--- src/pkg/pci_bridge_pkg.sv ---
// Shared constants and types for the host-to-PCI cycle bridge
package pci_bridge_pkg;

    // ------------------------------------------------------------------
    // Host I/O ports (dword index, byte address divided by four)
    // ------------------------------------------------------------------
    localparam logic [29:0] CONF_ADDR_PORT = 30'h0000_033E;
    localparam logic [29:0] CONF_DATA_PORT = 30'h0000_033F;

    // ------------------------------------------------------------------
    // Configuration address register layout
    // ------------------------------------------------------------------
    localparam int          CFG_EN_BIT     = 31;
    localparam logic [5:0]  IDSEL_BASE     = 6'h0B;
    localparam int          SELF_IDSEL_BIT = 16;
    localparam logic [31:0] IDSEL_MASK     = 32'hFFFF_F800;
    localparam logic [31:0] CONF_ADDR_RST  = 32'h0000_0000;
    localparam logic [31:0] DWORD_STEP     = 32'h0000_0004;

    // ------------------------------------------------------------------
    // PCI bus commands
    // ------------------------------------------------------------------
    localparam logic [3:0] CMD_IO_RD  = 4'h2;
    localparam logic [3:0] CMD_IO_WR  = 4'h3;
    localparam logic [3:0] CMD_MEM_RD = 4'h6;
    localparam logic [3:0] CMD_MEM_WR = 4'h7;
    localparam logic [3:0] CMD_CFG_RD = 4'hA;
    localparam logic [3:0] CMD_CFG_WR = 4'hB;

    // ------------------------------------------------------------------
    // Own configuration space
    // ------------------------------------------------------------------
    localparam int          CFG_ENTRIES = 16;
    // Identity word is arbitrary
    localparam logic [31:0] CFG_ID_WORD = 32'h0001_1234;

    // ------------------------------------------------------------------
    // Master sequencer states
    // ------------------------------------------------------------------
    typedef enum logic [3:0] {
        ST_IDLE = 4'h1,
        ST_ADDR = 4'h2,
        ST_DATA = 4'h4,
        ST_TURN = 4'h8
    } seq_state_e;

endpackage

--- src/verilog/host_pci_bridge.sv ---
// Host-to-PCI cycle bridge: reads, posted writes, bursts, config cycles
`timescale 1ns/100ps
`default_nettype none
module host_pci_bridge
(
    // Clock and reset
    input  wire logic        REF_CLK,
    input  wire logic        RESET,
    // Host request
    input  wire logic        HOST_REQ,
    input  wire logic        HOST_WRITE,
    input  wire logic        HOST_IO,
    input  wire logic [29:0] HOST_ADDR,
    input  wire logic [3:0]  HOST_BE_N,
    input  wire logic [31:0] HOST_WDATA,
    output logic             HOST_ACK,
    output logic      [31:0] HOST_RDATA,
    // PCI address/data and command
    input  wire logic [31:0] AD_IN,
    output logic      [31:0] AD_OUT,
    output logic             AD_OE,
    output logic      [3:0]  CBE_N_OUT,
    output logic             CBE_OE,
    // PCI control
    output logic             FRAME_N_OUT,
    output logic             FRAME_OE,
    output logic             IRDY_N_OUT,
    output logic             IRDY_OE,
    input  wire logic        TRDY_N_IN,
    output logic             TRDY_N_OUT,
    output logic             TRDY_OE,
    output logic             DEVSEL_N_OUT,
    output logic             DEVSEL_OE
);
    pci_bridge_pkg::seq_state_e st_r;

    logic [31:0] conf_addr_r;
    logic [31:0] cur_addr_r;
    logic [3:0]  cur_cmd_r;
    logic [3:0]  cur_be_n_r;
    logic [31:0] cur_data_r;
    logic        cur_self_r;
    logic        nxt_valid_r;
    logic [31:0] nxt_addr_r;
    logic [3:0]  nxt_be_n_r;
    logic [31:0] nxt_data_r;
    logic        frame_n_r;
    logic        rd_done_r;
    logic [31:0] rdata_r;

    logic        is_ca;
    logic        is_cd;
    logic [31:0] cfg_pci_addr;
    logic [31:0] req_addr;
    logic [3:0]  req_cmd;
    logic        req_self;
    logic        take;
    logic        local_wr;
    logic        local_rd;
    logic        done;
    logic        merge_ok;
    logic [31:0] tail_addr;
    logic        cur_write;
    logic [31:0] cfg_rdata;

    // ------------------------------------------------------------------
    // Host request decode
    // ------------------------------------------------------------------
    assign is_ca = HOST_IO && HOST_ADDR == pci_bridge_pkg::CONF_ADDR_PORT
                   && HOST_BE_N == 4'h0;
    assign is_cd = HOST_IO && HOST_ADDR == pci_bridge_pkg::CONF_DATA_PORT
                   && conf_addr_r[pci_bridge_pkg::CFG_EN_BIT];

    // Bus 0 gives a type 0 cycle with a one-hot select line for devices 0 to 20 (none for 21 to 31), others type 1
    always_comb
    begin
        if (conf_addr_r[23:16] == 8'h00)
            cfg_pci_addr = ((32'h0000_0001 << ({1'b0, conf_addr_r[15:11]}
                           + pci_bridge_pkg::IDSEL_BASE)) & pci_bridge_pkg::IDSEL_MASK)
                           | {21'h00_0000, conf_addr_r[10:2], 2'h0};
        else
            cfg_pci_addr = {8'h00, conf_addr_r[23:2], 2'h1};
    end

    always_comb
    begin
        if (is_cd)
        begin
            req_addr = cfg_pci_addr;
            req_cmd  = HOST_WRITE ? pci_bridge_pkg::CMD_CFG_WR : pci_bridge_pkg::CMD_CFG_RD;
        end
        else if (HOST_IO)
        begin
            req_addr = {HOST_ADDR, 2'h0};
            req_cmd  = HOST_WRITE ? pci_bridge_pkg::CMD_IO_WR : pci_bridge_pkg::CMD_IO_RD;
        end
        else
        begin
            req_addr = {HOST_ADDR, 2'h0};
            req_cmd  = HOST_WRITE ? pci_bridge_pkg::CMD_MEM_WR : pci_bridge_pkg::CMD_MEM_RD;
        end
    end

    // Type 0 cycle whose select line is AD16 addresses the bridge itself
    assign req_self = is_cd && req_addr[1:0] == 2'h0
                      && req_addr[pci_bridge_pkg::SELF_IDSEL_BIT];

    assign take     = st_r == pci_bridge_pkg::ST_IDLE && HOST_REQ && !is_ca;
    assign local_wr = st_r == pci_bridge_pkg::ST_IDLE && HOST_REQ && is_ca && HOST_WRITE;
    assign local_rd = st_r == pci_bridge_pkg::ST_IDLE && HOST_REQ && is_ca && !HOST_WRITE;
    assign cur_write = cur_cmd_r[0];

    // Self cycles need no outside TRDY#: the bridge answers its own phase
    assign done = st_r == pci_bridge_pkg::ST_DATA && (cur_self_r || !TRDY_N_IN);

    // ------------------------------------------------------------------
    // Burst merge: only contiguous memory writes, and only while FRAME#
    // can still be kept low; once it rises the burst is closed
    // ------------------------------------------------------------------
    assign tail_addr = nxt_valid_r ? nxt_addr_r : cur_addr_r;
    assign merge_ok  = HOST_REQ && HOST_WRITE && !HOST_IO
                       && cur_cmd_r == pci_bridge_pkg::CMD_MEM_WR
                       && {HOST_ADDR, 2'h0} == tail_addr + pci_bridge_pkg::DWORD_STEP
                       && ((st_r == pci_bridge_pkg::ST_ADDR && !nxt_valid_r)
                           || (st_r == pci_bridge_pkg::ST_DATA && !frame_n_r && done));

    // Writes are acknowledged when taken, reads once data is back
    assign HOST_ACK   = (take && HOST_WRITE) || merge_ok || local_wr || rd_done_r;
    assign HOST_RDATA = rdata_r;

    // ------------------------------------------------------------------
    // Sequencer and FRAME# control
    // ------------------------------------------------------------------
    always_ff @(posedge REF_CLK)
    begin
        if (RESET)
        begin
            st_r      <= pci_bridge_pkg::ST_IDLE;
            frame_n_r <= 1'b1;
        end
        else
        begin
            unique case (st_r)
                pci_bridge_pkg::ST_IDLE:
                begin
                    if (take)
                        st_r <= pci_bridge_pkg::ST_ADDR;
                    else if (local_rd)
                        st_r <= pci_bridge_pkg::ST_TURN;
                end
                pci_bridge_pkg::ST_ADDR:
                begin
                    st_r      <= pci_bridge_pkg::ST_DATA;
                    frame_n_r <= !merge_ok;
                end
                pci_bridge_pkg::ST_DATA:
                begin
                    if (done && nxt_valid_r)
                        frame_n_r <= !merge_ok;
                    else if (done)
                    begin
                        st_r      <= pci_bridge_pkg::ST_TURN;
                        frame_n_r <= 1'b1;
                    end
                end
                pci_bridge_pkg::ST_TURN:
                    st_r <= pci_bridge_pkg::ST_IDLE;
            endcase
        end
    end

    // ------------------------------------------------------------------
    // Posted data path: current phase and one queued burst beat
    // ------------------------------------------------------------------
    always_ff @(posedge REF_CLK)
    begin
        if (RESET)
        begin
            cur_addr_r  <= 32'h0000_0000;
            cur_cmd_r   <= 4'h0;
            cur_be_n_r  <= 4'hF;
            cur_data_r  <= 32'h0000_0000;
            cur_self_r  <= 1'b0;
            nxt_valid_r <= 1'b0;
            nxt_addr_r  <= 32'h0000_0000;
            nxt_be_n_r  <= 4'hF;
            nxt_data_r  <= 32'h0000_0000;
        end
        else
        begin
            if (take)
            begin
                cur_addr_r  <= req_addr;
                cur_cmd_r   <= req_cmd;
                cur_be_n_r  <= HOST_BE_N;
                cur_data_r  <= HOST_WDATA;
                cur_self_r  <= req_self;
                nxt_valid_r <= 1'b0;
            end
            else if (done && nxt_valid_r)
            begin
                cur_addr_r  <= nxt_addr_r;
                cur_be_n_r  <= nxt_be_n_r;
                cur_data_r  <= nxt_data_r;
                nxt_valid_r <= merge_ok;
            end
            else if (merge_ok)
                nxt_valid_r <= 1'b1;
            if (merge_ok)
            begin
                nxt_addr_r <= {HOST_ADDR, 2'h0};
                nxt_be_n_r <= HOST_BE_N;
                nxt_data_r <= HOST_WDATA;
            end
        end
    end

    // ------------------------------------------------------------------
    // Configuration address register and read return
    // ------------------------------------------------------------------
    always_ff @(posedge REF_CLK)
    begin
        if (RESET)
            conf_addr_r <= pci_bridge_pkg::CONF_ADDR_RST;
        else if (local_wr)
            conf_addr_r <= HOST_WDATA;
    end

    always_ff @(posedge REF_CLK)
    begin
        if (RESET)
        begin
            rd_done_r <= 1'b0;
            rdata_r   <= 32'h0000_0000;
        end
        else
        begin
            rd_done_r <= local_rd || (done && !nxt_valid_r && !cur_write);
            if (local_rd)
                rdata_r <= conf_addr_r;
            else if (done && !cur_write)
                rdata_r <= cur_self_r ? cfg_rdata : AD_IN;
        end
    end

    // ------------------------------------------------------------------
    // Own configuration space as PCI target
    // ------------------------------------------------------------------
    own_config_space u_cfg
    (
        .clk   (REF_CLK),
        .rst   (RESET),
        .wr_en (done && cur_self_r && cur_write),
        .idx   (cur_addr_r[7:2]),
        .be_n  (cur_be_n_r),
        .wdata (cur_data_r),
        .rdata (cfg_rdata)
    );

    // ------------------------------------------------------------------
    // PCI pin drive; TURN drives controls high one clock before release
    // ------------------------------------------------------------------
    always_comb
    begin
        AD_OUT = (st_r == pci_bridge_pkg::ST_ADDR) ? cur_addr_r
                 : (cur_write ? cur_data_r : cfg_rdata);
        AD_OE  = st_r == pci_bridge_pkg::ST_ADDR
                 || (st_r == pci_bridge_pkg::ST_DATA && (cur_write || cur_self_r));
        CBE_N_OUT = (st_r == pci_bridge_pkg::ST_ADDR) ? cur_cmd_r : cur_be_n_r;
        CBE_OE    = st_r == pci_bridge_pkg::ST_ADDR || st_r == pci_bridge_pkg::ST_DATA;
        FRAME_N_OUT = (st_r == pci_bridge_pkg::ST_ADDR) ? 1'b0
                      : (st_r == pci_bridge_pkg::ST_DATA ? frame_n_r : 1'b1);
        FRAME_OE    = st_r != pci_bridge_pkg::ST_IDLE;
        IRDY_N_OUT  = st_r != pci_bridge_pkg::ST_DATA;
        IRDY_OE     = st_r == pci_bridge_pkg::ST_DATA || st_r == pci_bridge_pkg::ST_TURN;
        // Claim and ready come together with IRDY# for self cycles
        DEVSEL_N_OUT = !(st_r == pci_bridge_pkg::ST_DATA && cur_self_r);
        TRDY_N_OUT   = !(st_r == pci_bridge_pkg::ST_DATA && cur_self_r);
        DEVSEL_OE    = cur_self_r && (st_r == pci_bridge_pkg::ST_DATA
                                      || st_r == pci_bridge_pkg::ST_TURN);
        TRDY_OE      = DEVSEL_OE;
    end
endmodule // host_pci_bridge
`default_nettype wire

--- src/verilog/own_config_space.sv ---
// Bridge's own configuration registers, reached as PCI target
`timescale 1ns/100ps
`default_nettype none
module own_config_space
(
    // Clock and reset
    input  wire logic        clk,
    input  wire logic        rst,
    // Access from the self-target path
    input  wire logic        wr_en,
    input  wire logic [5:0]  idx,
    input  wire logic [3:0]  be_n,
    input  wire logic [31:0] wdata,
    output logic      [31:0] rdata
);
    logic [31:0] word_r [pci_bridge_pkg::CFG_ENTRIES];

    // ------------------------------------------------------------------
    // Storage, entry 0 holds a fixed identity
    // ------------------------------------------------------------------
    genvar g;
    generate
        for (g = 0; g < pci_bridge_pkg::CFG_ENTRIES; g = g + 1)
        begin : g_word
            if (g == 0)
            begin : g_id
                assign word_r[g] = pci_bridge_pkg::CFG_ID_WORD;
            end
            else
            begin : g_rw
                always_ff @(posedge clk)
                begin
                    if (rst)
                        word_r[g] <= 32'h0000_0000;
                    else if (wr_en && idx == 6'(g))
                    begin
                        for (int b = 0; b < 4; b++)
                            if (!be_n[b])
                                word_r[g][b*8 +: 8] <= wdata[b*8 +: 8];
                    end
                end
            end
        end
    endgenerate

    // Unimplemented offsets read as zero
    always_comb
    begin
        if (idx < 6'(pci_bridge_pkg::CFG_ENTRIES))
            rdata = word_r[idx[3:0]];
        else
            rdata = 32'h0000_0000;
    end
endmodule // own_config_space
`default_nettype wire

--- config.mk ---
export PLATFORM = sky130hd
export DESIGN_NAME = host_pci_bridge
export DESIGN_NICKNAME = d
export VERILOG_FILES = /design/src/pkg/pci_bridge_pkg.sv /design/src/verilog/host_pci_bridge.sv /design/src/verilog/own_config_space.sv
export SDC_FILE = /design/constraint.sdc
export NUM_CORES = 2
export LEC_CHECK = 0
export ABC_AREA = 0
export BUFFER_PORTS_ARGS = -buffer_cell sky130_fd_sc_hd__buf_4
export CAP_MARGIN = 30
export CORE_AREA = 2 2 291 293
export CTS_CLUSTER_DIAMETER = 50
export CTS_CLUSTER_SIZE = 24
export DETAILED_ROUTE_END_ITERATION = 16
export DIE_AREA = 0 0 293 295
export GPL_ROUTABILITY_DRIVEN = 0
export HOLD_SLACK_MARGIN = 0.05
export PLACE_DENSITY_LB_ADDON = 0.25
export SYNTH_ARGS = -nofsm -noshare
export SYNTH_HDL_FRONTEND = slang
export SYNTH_SLANG_ARGS = --single-unit
--- constraint.sdc ---
create_clock -name REF_CLK -period 3.8 [get_ports REF_CLK]
set_input_delay 0 -clock REF_CLK [delete_from_list [all_inputs] [get_ports REF_CLK]]
set_output_delay 0 -clock REF_CLK [all_outputs]
set_load 0.02 [all_outputs]
==> out/metrics.json <==
{
  "status": {
    "outcome": "completed"
  },
  "sta": {
    "setup-violations-final": 0,
    "period_share_pct": 97.7,
    "final-max-slew-violation-count": 0,
    "final_critical_period_ps": 3710,
    "tightestPinTransition_ps": 1040,
    "final.hold.worst_slack_ps": 197,
    "setup_total_negative_slack_ps": 0,
    "timing.fmax_ghz": 0.269,
    "max_slew_margin_pct": 30.8,
    "final_setup_margin_ps": 87.6,
    "finalHoldViolations": 0,
    "timing.clock.skew_ps": 28.5
  },
  "route": {
    "detail_route.drc_violations": 0,
    "viasPerCell": 6.00,
    "drt_pass1_iterations": 6,
    "post_drt_wl_per_cell_um": 22.8,
    "dr_total_vias": 31900,
    "drt-initial-drc-count": 3307,
    "post_route_antenna_net_violation_count": 0,
    "drt_wl_total_um": 121000
  },
  "clock_network": {
    "tritoncts": "done",
    "num_clock_sinks": 689,
    "cts_inserted_buffers": 68,
    "clk_path_buf_depth": 3,
    "clk_transition_reported_paths_ps": 70,
    "cts.htree.levels": 3,
    "root_buffer": "sky130_fd_sc_hd__clkbuf_16",
    "clock_latency_ps": 630
  },
  "worst_setup_path": {
    "critical_path.slowest_cell": "sky130_fd_sc_hd__mux4_2",
    "timing.critical_path.arrival_ps": 3710,
    "max_stage_delay_ps": 610,
    "critical_path.max_fanout": 52,
    "crit_path_end_kind": "primary output",
    "crit_chain": "buf_4 > buf_16 > mux4_2 > mux4_2 > nand2_1 > nor2_1 > a21oi_1 > o21ai_0 > buf_4",
    "worst_setup_path_startpoint": "cur_addr_r[2]",
    "crit_path_start_kind": "flop",
    "crit_type": "reg -> out",
    "r2r_start": "nxt_valid_r",
    "worst-endpoint-required_ps": 3800
  },
  "synth": {
    "fraction_of_registers_with_async_set_or_reset_after_synthesis_pct": 0,
    "synth.ff_latch_count": 689,
    "top_reg_cell_synth": "sky130_fd_sc_hd__dfxtp_1",
    "synth.top_cells.by_area": "sky130_fd_sc_hd__dfxtp_1, sky130_fd_sc_hd__a21oi_1, sky130_fd_sc_hd__mux4_2",
    "synthCells": 4069,
    "synth.distinct_cells": 67,
    "mappedNetlistArea_sq_um": 33200,
    "yosysSeqAreaShare_pct": 41.6,
    "synth_top_area_share_pct": 41.6,
    "post-synth-top-area-cell": "sky130_fd_sc_hd__dfxtp_1",
    "synthesis.nets": 4174,
    "number_of_enable_flip_flop_cells_after_synthesis": 0,
    "syn_area_per_cell_sq_um": 8.15,
    "ys_warnings": 0
  },
  "grt": {
    "grt_pass1_vias": 30600,
    "grtUsageMet1_pct": 35.6,
    "antenna_found_initial": 2,
    "use_met3_pct": 4.06,
    "grt_start_max_net_pins": 135,
    "met2_usage_pct": 44.6,
    "first_pass_grt_wire_length_um": 184000,
    "grt_overflow": 0,
    "grt-busiest-layer": "met2",
    "gr-usage-all-layers_pct": 26.9
  },
  "floorplan": {
    "die_area_sq_um": 86400,
    "num_io_pins": 183,
    "num_rows": 106,
    "fp.dieH_um": 295,
    "floorplan.initialDensity_pct": 39.9,
    "fp.dieW_um": 293,
    "core_area_sq_um": 83200
  },
  "pwr": {
    "leakagePower_nw": 12.9,
    "power_density_of_the_placed_cells_nw_per_um2": 487,
    "worst_ir_drop_vdd_mv": 0.306
  },
  "final_layout": {
    "most-common-layout-cells": "sky130_fd_sc_hd__nand2_1, sky130_fd_sc_hd__dfxtp_1, sky130_fd_sc_hd__a21oi_1",
    "ff_latch_area_sq_um": 13800,
    "fin_nets": 4284,
    "final.fill_count": 7929,
    "mostFrequentLayoutCell": "sky130_fd_sc_hd__nand2_1",
    "finalInstanceArea_sq_um": 39700,
    "layout-area-overhead-vs-synth_pct": 19.7,
    "area_taken_by_multi_input_logic_gates_sq_um": 17800,
    "drive_above_1_share_pct": 15.5
  },
  "placement": {
    "hpwlAfterDp_um": 75400,
    "dp_slack_ps": 216,
    "port-buffer-count": 182,
    "place_area_sq_um": 35700
  },
  "job": {
    "cap_viol_max_count": 0
  },
  "min_path": {
    "hold_class": "in -> reg",
    "timing.hold.worst.start": "HOST_WDATA[1]"
  }
}
metal layers:
metal	vias up	share of wire, %
li1	14800	-
met1	15500	42
met2	1312	47
met3	266	7.3
met4	2	3.5
met5	-	0.0091
final cells by class:
type,instances,area share [%]
Tap cell,1080,3.40
Timing Repair Buffer,462,10.8
Antenna cell,1,0.00630
Clock buffer,81,4.69
Clock inverter,42,1.42
Inverter,11,0.104
Multi-Input combinational cell,2947,44.8
Sequential cell,689,34.8
sequential cells by signal, indices dropped and copies added, names as in the netlist:
name and flops:
HOST_RDATA 32, cur_data_r 32, frame_n_r 1, cur_cmd_r 4, cur_be_n_r 4, u_cfg.word_r 480, cur_self_r 1, nxt_valid_r 1
st_r 4, nxt_data_r 32, cur_addr_r 31, nxt_be_n_r 4, rd_done_r 1, conf_addr_r 32, nxt_addr_r 30
stage by stage:
stage | util (%) | cells | total power [mW]
after global routing | 47.7 | 5312 | 20.0
after global placement | 42.9 | 5051 | 11.8
after CTS | 47.5 | 5301 | 19.3
after detailed placement | 42.9 | 5051 | 11.8
final | 47.8 | 5313 | 19.4
after floorplan | - | 4069 | 10.3
repair_timing:
item,CTS,global route
resized for setup,1,16
setup buffers,1,6
hold endpoints to repair,208,0
hold buffers,124,0
pin swaps,1,6
cloned,2,5
setup endpoints to repair,1,44
critical path, delay by kind of cell (launching register included):
| family | cells | cell delay, ps |
|---|---|---|
| buffers and inverters | 3 | 860 |
| AOI/OAI and AO/OA | 2 | 500 |
| muxes | 2 | 1200 |
| and+or+nand+nor | 2 | 150 |
| DFF | 1 | 340 |
power breakdown:
group | internal (mW) | total, mW | switching (mW)
clock network | 4.13 | 7.44 | 3.31
logic | 1.25 | 3.43 | 2.17
registers | 7.44 | 8.49 | 1.05
cell usage after synthesis (29+ instances only):
master                     instances
sky130_fd_sc_hd__xnor2_1          32
sky130_fd_sc_hd__clkbuf_1        364
sky130_fd_sc_hd__a311oi_1         66
sky130_fd_sc_hd__nor3_1           35
sky130_fd_sc_hd__buf_1            29
sky130_fd_sc_hd__nand4_1          76
sky130_fd_sc_hd__nand2_1         731
sky130_fd_sc_hd__nor2_1          251
sky130_fd_sc_hd__nand3_1          43
sky130_fd_sc_hd__o21ai_0         522
sky130_fd_sc_hd__mux2_2           31
sky130_fd_sc_hd__a21oi_1         639
sky130_fd_sc_hd__o31ai_1          65
sky130_fd_sc_hd__mux4_2          128
sky130_fd_sc_hd__dfxtp_1         689
sky130_fd_sc_hd__mux2i_1          73
path summary, 6_finish.rpt:
path,to,slack (ps),cells after the start
max,AD_OUT[15],90,9
min reg2reg,nxt_data_r[0],470,2
max reg2reg,frame_n_r,160,11
min,conf_addr_r[1],200,4
cell families after synthesis:
logic type / after synthesis / synth area share [%]
AOI/OAI and AO/OA: 1423 / 24.0
xor gates and xnor gates: 43 / 1.14
adders and majority gates: 1 / 0.0377
buffers and inverters: 433 / 5.18
DFF: 689 / 41.6
muxes: 232 / 11.9
and+or+nand+nor: 1248 / 16.1
(Power assumes the default switching activity.)
